===== config.mk =====
export PLATFORM = sky130hd
export DESIGN_NAME = adc_input_channel_select
export DESIGN_NICKNAME = d
export VERILOG_FILES = /design/src/adc_sel_pkg.sv /design/src/adc_input_channel_select.sv /design/src/adc_mux_decode.sv
export VERILOG_INCLUDE_DIRS = /design/src /design/src/src
export SDC_FILE = /design/constraint.sdc
export NUM_CORES = 1
export LEC_CHECK = 0
export BUFFER_PORTS_ARGS = -buffer_cell sky130_fd_sc_hd__buf_4
export CELL_PAD_IN_SITES_DETAIL_PLACEMENT = 1
export CELL_PAD_IN_SITES_GLOBAL_PLACEMENT = 1
export CORE_MARGIN = 1.5
export CORE_UTILIZATION = 45
export DETAILED_ROUTE_END_ITERATION = 8
export GPL_TIMING_DRIVEN = 0
export PLACE_DENSITY_LB_ADDON = 0.1
export SLEW_MARGIN = 30
export SYNTH_ARGS = -nofsm -noshare
export SYNTH_HDL_FRONTEND = slang
export SYNTH_HIERARCHICAL = 1
export SYNTH_SLANG_ARGS = --single-unit

===== constraint.sdc =====
create_clock -name clk -period 5.1 [get_ports clk]
set_input_delay 0.765 -clock clk [delete_from_list [all_inputs] [get_ports clk]]
set_output_delay 0.765 -clock clk [all_outputs]
set_load 0.02 [all_outputs]

===== src/adc_sel_cfg.svh =====
// Offsets, field positions, reset values and timing counts of the input select block
`ifndef ADC_SEL_CFG_SVH
`define ADC_SEL_CFG_SVH

// ==========================================================
// Register byte addresses
`define OFS_INPUT_MUX_SELECT   12'h000
`define OFS_SCAN_INPUT_MASK    12'h004
`define OFS_CONV_CLOCK_DIV     12'h008
`define OFS_SELECT_STATUS      12'h00C

// ==========================================================
// Field positions in input_mux_select
`define FLD_MUX_B_NEG          15
`define FLD_MUX_B_POS_HI       12
`define FLD_MUX_B_POS_LO       8
`define FLD_MUX_A_NEG          7
`define FLD_MUX_A_POS_HI       4
`define FLD_MUX_A_POS_LO       0
`define MUX_SELECT_WR_MASK     16'h9F9F
`define MUX_SELECT_WR_MASK_HI  8'h9F
`define MUX_SELECT_WR_MASK_LO  8'h9F

// ==========================================================
// Positive input codes
`define POS_CODE_LAST_EXT      5'h0F
`define POS_CODE_BG_HALF       5'h10
`define POS_CODE_BG_FULL       5'h11

// ==========================================================
// Reset values and timing
`define RST_INPUT_MUX_SELECT   16'h0000
`define RST_SCAN_INPUT_MASK    16'h0000
`define CONV_DIV_WIDTH         8
`define OSC_PER_INSTR_CYCLE    2

`endif


===== src/adc_sel_pkg.sv =====
// Types shared by the input select block
package adc_sel_pkg;

    // ==========================================================
    // Kind of source chosen by a positive-input code
    typedef enum logic [1:0] {
        POS_EXT     = 2'b00,
        POS_BG_HALF = 2'b01,
        POS_BG_FULL = 2'b11,
        POS_BAD     = 2'b10
    } pos_kind_t;

    // AXI response codes
    typedef enum logic [1:0] {
        RESP_OKAY   = 2'b00,
        RESP_SLVERR = 2'b10
    } axi_resp_t;

endpackage


===== src/adc_input_channel_select.sv =====
// Input select, scan mask and conversion clock registers behind an AXI4-Lite slave
//
// Decided for this implementation: the AXI4-Lite interface to the registers and the address map.
`timescale 1ns/1ps
`default_nettype none
`include "adc_sel_cfg.svh"

module adc_input_channel_select
    import adc_sel_pkg::*;
#(
    parameter int DIV_W = `CONV_DIV_WIDTH // Width of conversion_clock_divisor
) (
    input  wire logic        clk,                   // System (oscillator) clock
    input  wire logic        rst_n,                 // Asynchronous reset, active low
    input  wire logic [11:0] s_axi_awaddr,          // Write address
    input  wire logic        s_axi_awvalid,         // Write address valid
    output logic             s_axi_awready,         // Write address ready
    input  wire logic [31:0] s_axi_wdata,           // Write data
    input  wire logic [3:0]  s_axi_wstrb,           // Write byte strobes
    input  wire logic        s_axi_wvalid,          // Write data valid
    output logic             s_axi_wready,          // Write data ready
    output logic [1:0]       s_axi_bresp,           // Write response
    output logic             s_axi_bvalid,          // Write response valid
    input  wire logic        s_axi_bready,          // Write response ready
    input  wire logic [11:0] s_axi_araddr,          // Read address
    input  wire logic        s_axi_arvalid,         // Read address valid
    output logic             s_axi_arready,         // Read address ready
    output logic [31:0]      s_axi_rdata,           // Read data
    output logic [1:0]       s_axi_rresp,           // Read response
    output logic             s_axi_rvalid,          // Read data valid
    input  wire logic        s_axi_rready,          // Read data ready
    output logic [3:0]       mux_a_ext_index,       // Setting A external input number
    output logic             mux_a_ext_en,          // Setting A routes an external input
    output logic             mux_a_bandgap,         // Setting A routes full band gap
    output logic             mux_a_bandgap_half,    // Setting A routes half band gap
    output logic             mux_a_neg_input1,      // Setting A negative side is input 1
    output logic [3:0]       mux_b_ext_index,       // Setting B external input number
    output logic             mux_b_ext_en,          // Setting B routes an external input
    output logic             mux_b_bandgap,         // Setting B routes full band gap
    output logic             mux_b_bandgap_half,    // Setting B routes half band gap
    output logic             mux_b_neg_input1,      // Setting B negative side is input 1
    output logic [15:0]      scan_channel_select,   // Scan mask, bit n takes input n
    output logic             conv_clk_tick          // One pulse per conversion clock period
);

    // ==========================================================
    // Registers and bus state
    logic [15:0]      sel_r;
    logic [15:0]      scan_r;
    logic [DIV_W-1:0] div_r;
    logic [11:0]      awaddr_r;
    logic [31:0]      wdata_r;
    logic [3:0]       wstrb_r;
    logic             aw_have_r;
    logic             w_have_r;
    logic             osc_phase_r;
    logic [DIV_W-1:0] instr_cnt_r;
    pos_kind_t        kind_a;
    pos_kind_t        kind_b;
    logic [3:0]       idx_a;
    logic [3:0]       idx_b;
    logic             neg_a;
    logic             neg_b;
    logic             wr_fire;
    logic             instr_tick;

    // Merge one byte lane under its strobe and a write mask
    function automatic logic [7:0] lane(input logic [7:0] old_v, input logic [7:0] new_v,
                                        input logic en, input logic [7:0] msk);
        lane = en ? (new_v & msk) : old_v;
    endfunction

    // Known register address check
    function automatic logic mapped(input logic [11:0] a);
        mapped = (a == `OFS_INPUT_MUX_SELECT) || (a == `OFS_SCAN_INPUT_MASK) ||
                 (a == `OFS_CONV_CLOCK_DIV) || (a == `OFS_SELECT_STATUS);
    endfunction

    // ==========================================================
    // Write address and data are caught separately, in either order
    assign wr_fire = aw_have_r && w_have_r;

    always_ff @(posedge clk or negedge rst_n) begin
        if (!rst_n) begin
            aw_have_r     <= 1'b0;
            w_have_r      <= 1'b0;
            awaddr_r      <= 12'h000;
            wdata_r       <= 32'h0000_0000;
            wstrb_r       <= 4'h0;
            s_axi_awready <= 1'b0;
            s_axi_wready  <= 1'b0;
        end else begin
            // Ready is raised only while the slot is empty and no answer is owed
            s_axi_awready <= !aw_have_r && !s_axi_bvalid && !(s_axi_awvalid && s_axi_awready);
            s_axi_wready  <= !w_have_r && !s_axi_bvalid && !(s_axi_wvalid && s_axi_wready);
            if (s_axi_awvalid && s_axi_awready) begin
                aw_have_r <= 1'b1;
                awaddr_r  <= s_axi_awaddr;
            end else if (wr_fire) begin
                aw_have_r <= 1'b0;
            end
            if (s_axi_wvalid && s_axi_wready) begin
                w_have_r <= 1'b1;
                wdata_r  <= s_axi_wdata;
                wstrb_r  <= s_axi_wstrb;
            end else if (wr_fire) begin
                w_have_r <= 1'b0;
            end
        end
    end

    // Write response one edge after both halves are held
    always_ff @(posedge clk or negedge rst_n) begin
        if (!rst_n) begin
            s_axi_bvalid <= 1'b0;
            s_axi_bresp  <= RESP_OKAY;
        end else if (wr_fire) begin
            s_axi_bvalid <= 1'b1;
            s_axi_bresp  <= mapped(awaddr_r) ? RESP_OKAY : RESP_SLVERR;
        end else if (s_axi_bready) begin
            s_axi_bvalid <= 1'b0;
        end
    end

    // ==========================================================
    // Register file; upper bus lanes have no storage
    always_ff @(posedge clk or negedge rst_n) begin
        if (!rst_n) begin
            sel_r  <= `RST_INPUT_MUX_SELECT;
            scan_r <= `RST_SCAN_INPUT_MASK;
            div_r  <= '0;
        end else if (wr_fire) begin
            unique case (awaddr_r)
                `OFS_INPUT_MUX_SELECT: begin
                    // Unimplemented bits stay zero
                    sel_r <= {lane(sel_r[15:8], wdata_r[15:8], wstrb_r[1],
                                   `MUX_SELECT_WR_MASK_HI),
                              lane(sel_r[7:0], wdata_r[7:0], wstrb_r[0],
                                   `MUX_SELECT_WR_MASK_LO)};
                end
                `OFS_SCAN_INPUT_MASK: begin
                    scan_r <= {lane(scan_r[15:8], wdata_r[15:8], wstrb_r[1], 8'hFF),
                               lane(scan_r[7:0], wdata_r[7:0], wstrb_r[0], 8'hFF)};
                end
                `OFS_CONV_CLOCK_DIV: begin
                    if (wstrb_r[0]) begin
                        div_r <= wdata_r[DIV_W-1:0];
                    end
                end
                default: begin
                end
            endcase
        end
    end

    // ==========================================================
    // Read channel; unmapped addresses read zero with an error
    always_ff @(posedge clk or negedge rst_n) begin
        if (!rst_n) begin
            s_axi_arready <= 1'b0;
            s_axi_rvalid  <= 1'b0;
            s_axi_rdata   <= 32'h0000_0000;
            s_axi_rresp   <= RESP_OKAY;
        end else begin
            s_axi_arready <= !s_axi_rvalid && !(s_axi_arvalid && s_axi_arready);
            if (s_axi_arvalid && s_axi_arready) begin
                s_axi_rvalid <= 1'b1;
                s_axi_rresp  <= mapped(s_axi_araddr) ? RESP_OKAY : RESP_SLVERR;
                unique case (s_axi_araddr)
                    `OFS_INPUT_MUX_SELECT: s_axi_rdata <= {16'h0000, sel_r};
                    `OFS_SCAN_INPUT_MASK:  s_axi_rdata <= {16'h0000, scan_r};
                    `OFS_CONV_CLOCK_DIV:   s_axi_rdata <= 32'(div_r);
                    `OFS_SELECT_STATUS:    s_axi_rdata <= {28'h000_0000, conv_clk_tick,
                                                           osc_phase_r,
                                                           kind_b == POS_BAD,
                                                           kind_a == POS_BAD};
                    default:               s_axi_rdata <= 32'h0000_0000;
                endcase
            end else if (s_axi_rready) begin
                s_axi_rvalid <= 1'b0;
            end
        end
    end

    // ==========================================================
    // Code decoders for the two settings
    adc_mux_decode u_dec_a (
        .pos_code   (sel_r[`FLD_MUX_A_POS_HI:`FLD_MUX_A_POS_LO]),
        .neg_code   (sel_r[`FLD_MUX_A_NEG]),
        .pos_kind   (kind_a),
        .ext_index  (idx_a),
        .neg_input1 (neg_a)
    );

    adc_mux_decode u_dec_b (
        .pos_code   (sel_r[`FLD_MUX_B_POS_HI:`FLD_MUX_B_POS_LO]),
        .neg_code   (sel_r[`FLD_MUX_B_NEG]),
        .pos_kind   (kind_b),
        .ext_index  (idx_b),
        .neg_input1 (neg_b)
    );

    // Multiplexer steering is registered; a bad code routes nothing
    always_ff @(posedge clk or negedge rst_n) begin
        if (!rst_n) begin
            {mux_a_ext_index, mux_a_ext_en, mux_a_bandgap, mux_a_bandgap_half} <= 7'h00;
            {mux_b_ext_index, mux_b_ext_en, mux_b_bandgap, mux_b_bandgap_half} <= 7'h00;
            mux_a_neg_input1 <= 1'b0;
            mux_b_neg_input1 <= 1'b0;
        end else begin
            mux_a_ext_index    <= idx_a;
            mux_a_ext_en       <= kind_a == POS_EXT;
            mux_a_bandgap      <= kind_a == POS_BG_FULL;
            mux_a_bandgap_half <= kind_a == POS_BG_HALF;
            mux_a_neg_input1   <= neg_a;
            mux_b_ext_index    <= idx_b;
            mux_b_ext_en       <= kind_b == POS_EXT;
            mux_b_bandgap      <= kind_b == POS_BG_FULL;
            mux_b_bandgap_half <= kind_b == POS_BG_HALF;
            mux_b_neg_input1   <= neg_b;
        end
    end

    // Scan mask drives the scan sequencer through one register stage
    always_ff @(posedge clk or negedge rst_n) begin
        if (!rst_n) begin
            scan_channel_select <= 16'h0000;
        end else begin
            scan_channel_select <= scan_r;
        end
    end

    // ==========================================================
    // Conversion clock: instruction cycle is two clocks, divided by divisor+1
    assign instr_tick = osc_phase_r;

    always_ff @(posedge clk or negedge rst_n) begin
        if (!rst_n) begin
            osc_phase_r   <= 1'b0;
            instr_cnt_r   <= '0;
            conv_clk_tick <= 1'b0;
        end else begin
            osc_phase_r   <= !osc_phase_r;
            conv_clk_tick <= 1'b0;
            if (instr_tick) begin
                // A lowered divisor takes effect at once, not after a wrap
                if (instr_cnt_r >= div_r) begin
                    instr_cnt_r   <= '0;
                    conv_clk_tick <= 1'b1;
                end else begin
                    instr_cnt_r <= instr_cnt_r + 1'b1;
                end
            end
        end
    end

    // ==========================================================
    // Checks
    logic [DIV_W+1:0] gap_r;
    logic             div_chg_r;
    logic             seen_r;
    logic             first_r;

    always_ff @(posedge clk or negedge rst_n) begin
        if (!rst_n) begin
            gap_r     <= '0;
            div_chg_r <= 1'b0;
            seen_r    <= 1'b0;
            first_r   <= 1'b1;
        end else begin
            first_r <= 1'b0;
            gap_r   <= conv_clk_tick ? '0 : gap_r + 1'b1;
            if (conv_clk_tick) begin
                seen_r <= 1'b1;
            end
            // A divisor write in a tick cycle must still mark the next period
            if (wr_fire && awaddr_r == `OFS_CONV_CLOCK_DIV) begin
                div_chg_r <= 1'b1;
            end else if (conv_clk_tick) begin
                div_chg_r <= 1'b0;
            end
        end
    end

    chk_neg_route: assert property (@(posedge clk) disable iff (!rst_n)
        !first_r
        |=> mux_a_neg_input1 == $past(sel_r[`FLD_MUX_A_NEG]) &&
            mux_b_neg_input1 == $past(sel_r[`FLD_MUX_B_NEG]))
        else $error("negative input routing does not follow select bits");

    chk_pos_ext: assert property (@(posedge clk) disable iff (!rst_n)
        !first_r && sel_r[4:0] <= `POS_CODE_LAST_EXT
        |=> mux_a_ext_en && !mux_a_bandgap && mux_a_ext_index == $past(sel_r[3:0]))
        else $error("external input not routed for code in range");

    chk_bandgap: assert property (@(posedge clk) disable iff (!rst_n)
        sel_r[12:8] == `POS_CODE_BG_FULL ##1 sel_r[12:8] == `POS_CODE_BG_HALF
        |-> mux_b_bandgap && !mux_b_bandgap_half ##1 mux_b_bandgap_half && !mux_b_ext_en)
        else $error("band gap codes misrouted");

    chk_scan_write: assert property (@(posedge clk) disable iff (!rst_n)
        wr_fire && awaddr_r == `OFS_SCAN_INPUT_MASK && wstrb_r[1:0] == 2'b11
        |-> ##2 scan_channel_select == $past(wdata_r[15:0], 2))
        else $error("scan mask write not reflected");

    chk_conv_period: assert property (@(posedge clk) disable iff (!rst_n)
        conv_clk_tick && seen_r && !div_chg_r
        |-> 32'(gap_r) == `OSC_PER_INSTR_CYCLE * (32'(div_r) + 1) - 1)
        else $error("conversion clock period wrong");

    chk_reserved_zero: assert property (@(posedge clk) disable iff (!rst_n)
        s_axi_arvalid && s_axi_arready && s_axi_araddr == `OFS_INPUT_MUX_SELECT
        |=> s_axi_rvalid && s_axi_rdata[14:13] == 2'b00 && s_axi_rdata[6:5] == 2'b00)
        else $error("unimplemented select bits read nonzero");

    chk_reset_clear: assert property (@(posedge clk) disable iff (!rst_n)
        first_r |-> sel_r == 16'h0000 && scan_r == 16'h0000 && !s_axi_bvalid)
        else $error("registers not clear after reset");

    chk_write_resp: assert property (@(posedge clk) disable iff (!rst_n)
        wr_fire |=> s_axi_bvalid && !s_axi_awready && !s_axi_wready)
        else $error("write response late");

endmodule // adc_input_channel_select

`default_nettype wire


===== src/adc_mux_decode.sv =====
// Decoder from one multiplexer setting code to multiplexer steering
`timescale 1ns/1ps
`default_nettype none
`include "adc_sel_cfg.svh"

module adc_mux_decode
    import adc_sel_pkg::*;
(
    input  wire logic [4:0] pos_code,  // Positive-input select code
    input  wire logic       neg_code,  // Negative-input select bit
    output var pos_kind_t   pos_kind,  // Decoded source kind
    output logic      [3:0] ext_index, // External input number
    output logic            neg_input1 // High routes external input 1 to the negative side
);

    // ==========================================================
    // Positive source; unimplemented codes are flagged, not routed
    always_comb begin
        ext_index = pos_code[3:0];
        if (pos_code <= `POS_CODE_LAST_EXT) begin
            pos_kind = POS_EXT;
        end else if (pos_code == `POS_CODE_BG_HALF) begin
            pos_kind = POS_BG_HALF;
        end else if (pos_code == `POS_CODE_BG_FULL) begin
            pos_kind = POS_BG_FULL;
        end else begin
            pos_kind = POS_BAD;
        end
    end

    // Negative source: input 1 when set, negative reference when clear
    assign neg_input1 = neg_code;

endmodule // adc_mux_decode

`default_nettype wire


# --- After elaboration in Yosys (flattened, before gate mapping) ---
# Cells that the tools add are included.
classes:
  order_cmp: 3
  mux: 19
  n_eq_ne: 16
  n_addsub: 1
  n_reduce_logical: 36
ops:
  columns: ["op", "count"]
  rows:
  - ["case mux 16 bit (4 select lines)", 1]
  - ["== test 12 x 4 -> 1 bit, second input constant", 4]
  - ["== test 12 x 3 -> 1 bit, second input constant", 2]
  - ["zero test 12 bit", 2]
  - ["== test 5 bit, second input constant", 4]
  - ["AND reduction 3 bit", 5]
  - ["2-to-1 mux 2 bit", 6]
  - ["2-to-1 mux 1 bit", 11]
  - ["less-or-equal comparator 5 x 4 -> 1 bit, second input constant", 2]
  - ["logical AND 1 bit", 9]
  - ["adder 8 x 1 -> 8 bit, second input constant", 1]
  - ["== test 2 bit, second input constant", 4]
  - [">= comparator 8 bit", 1]
  - ["zero test 1 bit", 8]
  - ["2-to-1 mux 8 bit", 1]
  - ["nonzero test 2 bit", 4]
  - ["logical OR 1 bit", 6]
  - ["== test 2 x 1 -> 1 bit, second input constant", 2]
  - ["zero test 2 bit", 2]
word_totals:
  reg_bits: 151
  in_bits: 67
  output_inout_bits: 74
  word_cells: 107

# --- Logic depth before layout (Yosys ltp) ---
# Gate-level depths: netlist of the first run.
depth:
  ltp_word: 6
  depth_mapped: 7
  mapped_depth_nobuf: 7

# --- Hierarchy ---
# The synthesis of the first run kept the hierarchy.
by_module_without_submodules:
  columns: ["module", "cells_per_inst", "area_each_um2", "n_inst"]
  rows:
  - ["adc_input_channel_select", 385, 5286.3, 1]
  - ["adc_mux_decode", 7, 57.6, 2]

# --- Worst setup path before layout of the first run ---
# OpenSTA, ideal clock, no wires.
synth_path:
  path_type: "input-to-reg"
  from: "input port s_axi_araddr[5]"
  to: "register s_axi_rdata[1]"
  slack_ns: 3.127
  t_arrival_ns: 1.909
  setup_ns: 0.064
  path_buffers: 1
  path_stages: 6
  required_time_ns: 5.036
  cell_sequence: "nor4_1 > nand4_1 > or3_1 > clkbuf_1 > a211oi_1 > a21o_1"
synth_between:
  elab_chain_cells: 2
  elab_cells_between_ends: 5
synth_lines:
  columns: ["element", "line", "text"]
  rows:
  - ["start: declaration", "adc_input_channel_select.sv:25", "input wire logic [11:0] s_axi_araddr,"]
  - ["== test 12 x 4 -> 1 bit, or another cell as far along", "adc_input_channel_select.sv:169", "unique case (s_axi_araddr)"]
  - ["case mux 16 bit (4 select lines) *", "adc_input_channel_select.sv:169", null]
  - ["end signal: assignment", "adc_input_channel_select.sv:170", "`OFS_INPUT_MUX_SELECT: s_axi_rdata <= {16'h0000, sel_r};"]
  - ["end signal: assignment", "adc_input_channel_select.sv:171", "`OFS_SCAN_INPUT_MASK: s_axi_rdata <= {16'h0000, scan_r};"]
  - ["end signal: assignment", "adc_input_channel_select.sv:172", "`OFS_CONV_CLOCK_DIV: s_axi_rdata <= 32'(div_r);"]
  - ["end: declaration", "adc_input_channel_select.sv:28", "output logic [31:0] s_axi_rdata,"]
# Mark *: on every way between the ends. The rest lies on a longest branch, timed or not.
# A chain may end at the register's enable or synchronous reset.

# --- Worst setup path after layout of the first run ---
layout_path:
  from: "register div_r[2]"
  to: "register instr_cnt_r[5]"
layout_between:
  elab_chain_cells: 2
layout_lines:
  columns: ["element", "line", "text"]
  rows:
  - ["start: declaration", "adc_input_channel_select.sv:50", "logic [DIV_W-1:0] div_r;"]
  - ["start signal: assignment", "adc_input_channel_select.sv:147", "div_r <= wdata_r[DIV_W-1:0];"]
  - [">= comparator 8 bit", "adc_input_channel_select.sv:247", "if (instr_cnt_r >= div_r) begin"]
  - ["2-to-1 mux 8 bit", "adc_input_channel_select.sv:247", null]
  - ["end signal: assignment", "adc_input_channel_select.sv:251", "instr_cnt_r <= instr_cnt_r + 1'b1;"]
  - ["end: declaration", "adc_input_channel_select.sv:57", "logic [DIV_W-1:0] instr_cnt_r;"]
# Every way passes these cells.

==> out/qor.tcl, run 1 <==
set qor(run_status) {finished with violations}
set qor(failed_checks) {design-rule violations}
set qor(grt_remaining_overflow) 0
set qor(syn_inst) 399
set qor(number_of_global_route_vias_before_repair) 4055
set qor(ff2ff_path_depth) 7
set qor(globalRouteTotalUtil) 0.230
set qor(tightestPinTransition_ns) 0.976
set qor(critical_path.startpoint) {div_r[2]}
set qor(cts.reportedPaths.clkPinSlew_ns) 0.06
set qor(antenna_found_initial) 0
set qor(maxSlewViolCount) 0
set qor(critical_path_at_ns) 2.66
set qor(post_synth_instance_area_um2) 5400
set qor(synth_top_cells_by_area) {sky130_fd_sc_hd__dfrtp_1 62%, sky130_fd_sc_hd__mux2_2 14%, sky130_fd_sc_hd__buf_4 4.0%}
set qor(worst_setup_path_start_kind) {flop}
set qor(max-clock-path-buffers) 2
set qor(place_worst_setup_slack_ns) 2.36
set qor(detail_route.vias_per_cell) 5.24
set qor(ys_async_sr_fraction) 1.00
set qor(drv_cap) 0
set qor(worst_setup_path_endpoint) {instr_cnt_r[5]}
set qor(timing.final.hold_violations) 0
set qor(drt_first_iter_violations) 201
set qor(netlist.top_cell.by_area) {sky130_fd_sc_hd__dfrtp_1}
set qor(flip_flop_and_latch_area_um2) 3330
set qor(post_route_cells_drive_above_1_share) 0.435
set qor(antenna_cells_inserted) 0
set qor(setup.reg_to_reg.worst_slack_ns) 2.74
set qor(multi_input_area_um2) 1780
set qor(synth.ff_latch_count) 133
set qor(placeableCoreArea_um2) 11600
set qor(cts.repair_timing.setup_buffer_count) 0
set qor(std_cell_rows) 39
set qor(max_freq_mhz) 424
set qor(quantity_of_hold_fixing_buffers_added_after_cts) 0
set qor(period_share) 0.463
set qor(fp.dieArea_um2) 12700
set qor(grt_setup_unrepaired) {no}
set qor(setup-violations-final) 0
set qor(ys_warn_count) 6
set qor(timing.critical_path.fanout_max) 7
set qor(root_buffer) {sky130_fd_sc_hd__clkbuf_16}
set qor(final.setup.worst_slack_ns) 2.74
set qor(leakage_nw) 3.60
set qor(post_synth_num_cell_types) 46
set qor(pwr_density_cell_nw_per_um2) 434
set qor(grt_max_degree) 90
set qor(grt_pass1_wl_mm) 21.9
set qor(clk_latency_ns) 0.41
set qor(final_nets) 615
set qor(synth-seq-area-share) 0.616
set qor(setup-tns-final_ns) 0
set qor(wl_per_cell_um) 19.6
set qor(die_width_um) 113
set qor(final.fill_count) 1172
set qor(syn_avg_cell_area_um2) 13.5
set qor(clock-skew-final_ns) 0.00737
set qor(critical_path_class) {reg2reg}
set qor(cts_htree_levels) 4
set qor(areaGrowthSynthToFinish_pct) 31.5
set qor(drt_pre_antenna_iters) 7
set qor(hpwlAfterDp_mm) 8.77
set qor(postRouteWirelength_mm) 13.6
set qor(tritoncts.num_buffers) 17
set qor(hold_path.class) {in2async}
set qor(place.port_buffers) 103
set qor(route.detailed.drc) 15
set qor(reg2reg_to) {instr_cnt_r[5]}
set qor(clock_sink_count) 133
set qor(drtAntennaViolNets) 0
set qor(cts_tree) {built}
set qor(detailroute.via_count) 3643
set qor(worstSetupEndpointType) {flop}
set qor(most_repeated_cell_in_the_gate_level_netlist_after_synthesis) {sky130_fd_sc_hd__dfrtp_1}
set qor(initial_core_util) 0.467
set qor(postCtsResizedCells) 0
set qor(floorplan.io_pins) 141
set qor(worstReg2RegStart) {div_r[2]}
set qor(yosys_most_used_dff) {sky130_fd_sc_hd__dfrtp_1}
set qor(finalWeightedCongestion) 0.764
set qor(post_synth_most_frequent_cells) {133 x sky130_fd_sc_hd__dfrtp_1, 67 x sky130_fd_sc_hd__mux2_2, 29 x sky130_fd_sc_hd__buf_4, 29 x sky130_fd_sc_hd__inv_1, 16 x sky130_fd_sc_hd__nor2_1}
set qor(post-route-min-period_ns) 2.36
set qor(edff_count_synth) 0
set qor(y_dimension_of_the_die_um) 113
set qor(vdd_ir_drop_max_v) 0.000227
set qor(critPathRequiredTime_ns) 5.40
set qor(power_mw) 3.08
set qor(yosys.area.top_type_share) 0.616
set qor(maxSlewHeadroom) 0.348
==> placed cells by master (no fill, tap or decap), types with 4 or more instances in the layout <==
cell / netlist / final
sky130_fd_sc_hd__ha_1: 9 / 9
sky130_fd_sc_hd__inv_1: 29 / 29
sky130_fd_sc_hd__buf_4: 29 / 131
sky130_fd_sc_hd__nor2_1: 16 / 16
sky130_fd_sc_hd__a22oi_1: 5 / 5
sky130_fd_sc_hd__a21oi_1: 5 / 5
sky130_fd_sc_hd__nand2_1: 15 / 15
sky130_fd_sc_hd__conb_1: 1 / 18
sky130_fd_sc_hd__a211oi_1: 4 / 4
sky130_fd_sc_hd__bufinv_16: 0 / 5
sky130_fd_sc_hd__mux2_2: 67 / 67
sky130_fd_sc_hd__dfrtp_1: 133 / 133
sky130_fd_sc_hd__clkbuf_16: 0 / 17
sky130_fd_sc_hd__clkbuf_1: 8 / 9
sky130_fd_sc_hd__o21ai_0: 11 / 11
sky130_fd_sc_hd__and3_1: 5 / 5
sky130_fd_sc_hd__a222oi_1: 8 / 8
==> area by class of cell <==
type	count	area share
multi-input combinational	216	0.251
clock buffer	19	0.0623
clock inverter	13	0.0289
sequential	133	0.468
tap	143	0.0252
timing repair buffer	104	0.114
inverter	30	0.0158
buffer	37	0.0349
==> critical path, cell delays in order (launching register included) <==
cell and delay [ns]:
sky130_fd_sc_hd__dfrtp_1 0.40, sky130_fd_sc_hd__inv_1 0.06, sky130_fd_sc_hd__ha_1 0.30, sky130_fd_sc_hd__a211oi_1 0.24
sky130_fd_sc_hd__o21ai_0 0.15, sky130_fd_sc_hd__a41oi_1 0.56, sky130_fd_sc_hd__nand2_1 0.23, sky130_fd_sc_hd__o311ai_0 0.31
==> flip-flops by register name (all words and copies together), names as in the netlist, 2 cells and up <==
| signal | cells |
|---|---|
| sel_r | 12 |
| mux_b_ext_index | 4 |
| instr_cnt_r | 8 |
| scan_r | 16 |
| scan_channel_select | 16 |
| wstrb_r | 2 |
| div_r | 8 |
| mux_a_ext_index | 4 |
| s_axi_rdata | 16 |
| wdata_r | 16 |
| awaddr_r | 12 |
==> metal layers <==
layer  vias up  part of all wire  routed length [um]  global-route usage
li1       1649                 -                   -                   -
met1      1869              0.40                5470               0.271
met2       111              0.53                7270               0.407
met3        14             0.052                 712              0.0659
met4         0             0.012                 157              0.0734
met5         -                 0                   0                   0
==> power breakdown <==
part / switching, mW / internal (mW)
clock network: 0.452 / 0.878
registers: 0.151 / 1.21
logic: 0.182 / 0.209
total: 0.786 / 2.30
==> stage by stage <==
stage          hold WS [ns]  instances  utilization  cell area, um2
2_1_floorplan         0.365        416            -            5470
3_3_place_gp          0.383        662        0.555            6420
3_5_place_dp          0.398        663        0.558            6460
4_1_cts               0.247        695        0.614            7110
5_1_grt               0.246        695        0.614            7110
6_report              0.238        695        0.614            7110
==> how the worst min path moves through the flow <==
stage               startpoint                      end  slack [ns]
floorplan            scan_r[0]   scan_channel_select[0]        0.37
global placement    scan_r[10]  scan_channel_select[10]        0.38
detailed placement   scan_r[4]   scan_channel_select[4]        0.40
CTS                      rst_n  scan_channel_select[10]        0.25
global route             rst_n  scan_channel_select[10]        0.25
finish                   rst_n  scan_channel_select[10]        0.24
==> cell families after synthesis <==
kind of cell,after synthesis,share of synthesized area
AOI/OAI and AO/OA,56,0.0769
adders and majority gates,9,0.0208
buffers and inverters,67,0.0667
DFF,133,0.616
muxes,70,0.145
other,1,0.000694
and+or+nand+nor,63,0.0734
(Power assumes the default switching activity.)
==> inputs of run 2 (changes only) <==
--- a/config.mk
+++ b/config.mk
@@ -10,7 +10,7 @@
 export CELL_PAD_IN_SITES_DETAIL_PLACEMENT = 1
 export CELL_PAD_IN_SITES_GLOBAL_PLACEMENT = 1
 export CORE_MARGIN = 1.5
-export CORE_UTILIZATION = 45
+export CORE_UTILIZATION = 38
 export DETAILED_ROUTE_END_ITERATION = 8
 export GPL_TIMING_DRIVEN = 0
 export PLACE_DENSITY_LB_ADDON = 0.1
==> constraint.sdc (replaced) <==
create_clock -name clk -period 2 [get_ports clk]
set_input_delay 0.3 -clock clk [delete_from_list [all_inputs] [get_ports clk]]
set_output_delay 0.3 -clock clk [all_outputs]
set_load 0.02 [all_outputs]
==> out/qor.tcl, run 2 (synthesized netlist as in run 1, its figures left out) <==
set qor(run_status) {complete, no violations}
set qor(clock_sink_count) 133 ;# unchanged
set qor(globalRouteTotalUtil) 0.177 ;# -0.0531
set qor(drtAntennaViolNets) 0 ;# unchanged
set qor(maxSlewViolCount) 0 ;# unchanged
set qor(hpwlAfterDp_mm) 8.56 ;# -2.4%
set qor(drt_pre_antenna_iters) 5 ;# -2
set qor(fp.dieArea_um2) 14900 ;# +18%
set qor(pwr_density_cell_nw_per_um2) 1050 ;# +140%
set qor(placeableCoreArea_um2) 13900 ;# +20%
set qor(root_buffer) {sky130_fd_sc_hd__clkbuf_16}
set qor(postRouteWirelength_mm) 12.3 ;# -9.3%
set qor(y_dimension_of_the_die_um) 122 ;# +8.6%
set qor(drv_cap) 0 ;# unchanged
set qor(antenna_found_initial) 0 ;# unchanged
set qor(detail_route.vias_per_cell) 4.86 ;# -7.3%
set qor(route.detailed.drc) 0 ;# -15
set qor(critical_path_at_ns) 2.27 ;# -0.39 ns
set qor(areaGrowthSynthToFinish_pct) 33.9
set qor(antenna_cells_inserted) 0 ;# unchanged
set qor(setup-tns-final_ns) 0 ;# unchanged
set qor(maxSlewHeadroom) 0.341 ;# -0.00714
set qor(final_nets) 621 ;# +0.98%
set qor(cts_tree) {built}
set qor(std_cell_rows) 43 ;# +10%
set qor(setup-violations-final) 0 ;# unchanged
set qor(critPathRequiredTime_ns) 2.30 ;# -3.10 ns
set qor(die_width_um) 122 ;# +8.6%
set qor(final_common_cell) {sky130_fd_sc_hd__dfrtp_1}
set qor(number_of_global_route_vias_before_repair) 3760 ;# -7.3%
set qor(timing.final.hold_violations) 0 ;# unchanged
set qor(hold_path.class) {in2reg}
set qor(grt_setup_unrepaired) {yes}
set qor(wl_per_cell_um) 16.7 ;# -15%
set qor(finalWeightedCongestion) 0.756 ;# -1.0%
set qor(drt_first_iter_violations) 266 ;# +32%
set qor(critical_path_class) {reg2reg}
set qor(timing.critical_path.fanout_max) 6 ;# -1
set qor(leakage_nw) 3.63 ;# +0.86%
set qor(max_freq_mhz) 505 ;# +19%
set qor(hold_ws_ns) 0.0721 ;# -0.166 ns
set qor(final_cell_mix) {133 x sky130_fd_sc_hd__dfrtp_1, 132 x sky130_fd_sc_hd__buf_4, 59 x sky130_fd_sc_hd__mux2_2, 29 x sky130_fd_sc_hd__inv_1, 18 x sky130_fd_sc_hd__conb_1}
set qor(worstSetupEndpointType) {flop}
set qor(clock-skew-final_ns) 0.00711 ;# -0.000268 ns
set qor(tightestPinTransition_ns) 0.987 ;# +0.0107 ns
set qor(vdd_ir_drop_max_v) 0.000547 ;# +140%
set qor(detailroute.via_count) 3585 ;# -1.6%
set qor(final.fill_count) 1429 ;# +22%
set qor(cts.reportedPaths.clkPinSlew_ns) 0.05 ;# about the same
set qor(place.port_buffers) 103 ;# unchanged
set qor(clk_latency_ns) 0.41 ;# about the same
set qor(floorplan.io_pins) 141 ;# unchanged
set qor(initial_core_util) 0.389 ;# -0.0779
set qor(worst_setup_path_start_kind) {flop}
set qor(post_route_cells_drive_above_1_share) 0.441 ;# +0.00608
set qor(tritoncts.num_buffers) 17 ;# unchanged
set qor(grt_pass1_wl_mm) 19.7 ;# -9.8%
set qor(max-clock-path-buffers) 2 ;# unchanged
set qor(cts_htree_levels) 4 ;# unchanged
set qor(post-route-min-period_ns) 1.98 ;# -0.381 ns
set qor(grt_max_degree) 83 ;# -7.8%
set qor(period_share) 0.989 ;# +0.527
set qor(grt_remaining_overflow) 0 ;# unchanged
-- run 2: layout make-up --
type / instances / area, um2 / share of cell area
Timing Repair Buffer: 110 / 867 / 0.120
Sequential cell: 133 / 3330 / 0.460
Clock buffer: 24 / 482 / 0.0666
Inverter: 30 / 113 / 0.0156
Buffer: 37 / 251 / 0.0348
Tap cell: 180 / 225 / 0.0311
Clock inverter: 8 / 123 / 0.0169
Multi-Input combinational cell: 216 / 1850 / 0.255
-- run 2: what timing repair did --
item,in CTS,in global routing
resized for setup,1,19
hold endpoints to repair,81,0
hold buffers,1,0
endpoints found under the setup margin,28,32
pin swaps,4,3
buffers inserted,5,0
-- run 2: final timing paths --
| path | end | slack (ns) | start | depth (start not counted) |
|---|---|---|---|---|
| worst min-delay path | s_axi_bvalid | 0.07 | s_axi_bready | 2 |
| worst max register to register | sel_r[1] | 0.02 | awaddr_r[7] | 6 |
| worst min register to register | scan_channel_select[13] | 0.40 | scan_r[13] | 0 |
| min in group asynchronous | scan_channel_select[8] | 0.48 | rst_n | 2 |
| max in group asynchronous | instr_tick | 0.84 | rst_n | 3 |
| worst max-delay path | sel_r[1] | 0.02 | awaddr_r[7] | 6 |
-- run 2: where the power goes --
| group | internal (mW) | switching, mW | total, mW |
|---|---|---|---|
| Combinational | 0.546 | 0.441 | 0.987 |
| Clock | 2.05 | 1.11 | 3.16 |
| Sequential | 3.08 | 0.375 | 3.46 |
| Total | 5.68 | 1.92 | 7.60 |
-- run 2: through the flow --
stage	cells	utilization	setup slack [ns]	area [um2]	power [mW]
global route	738	0.521	-0.0558	7230	7.96
floorplan	416	-	0.0885	5470	4.03
global placement	699	0.466	-0.284	6460	4.39
detailed placement	700	0.469	-0.410	6500	4.47
finish	738	0.521	0.0212	7230	7.60
CTS	738	0.516	0.0462	7160	7.67
-- run 2: worst max-delay path, cell delays in order, from the launching register on --
cell and delay, ns:
sky130_fd_sc_hd__dfrtp_1 0.38, sky130_fd_sc_hd__nor4_2 0.31, sky130_fd_sc_hd__nand4_2 0.23, sky130_fd_sc_hd__buf_6 0.20, sky130_fd_sc_hd__nor4b_4 0.22, sky130_fd_sc_hd__buf_6 0.18
sky130_fd_sc_hd__mux2_2 0.34
-- run 2: metal layers --
layer / vias to the layer above / wire length (um) / global-route usage
li1: 1670 / - / -
met5: - / 0 / 0
met3: 13 / 601 / 0.0530
met2: 95 / 5950 / 0.282
met4: 0 / 162 / 0.0632
met1: 1807 / 5630 / 0.230
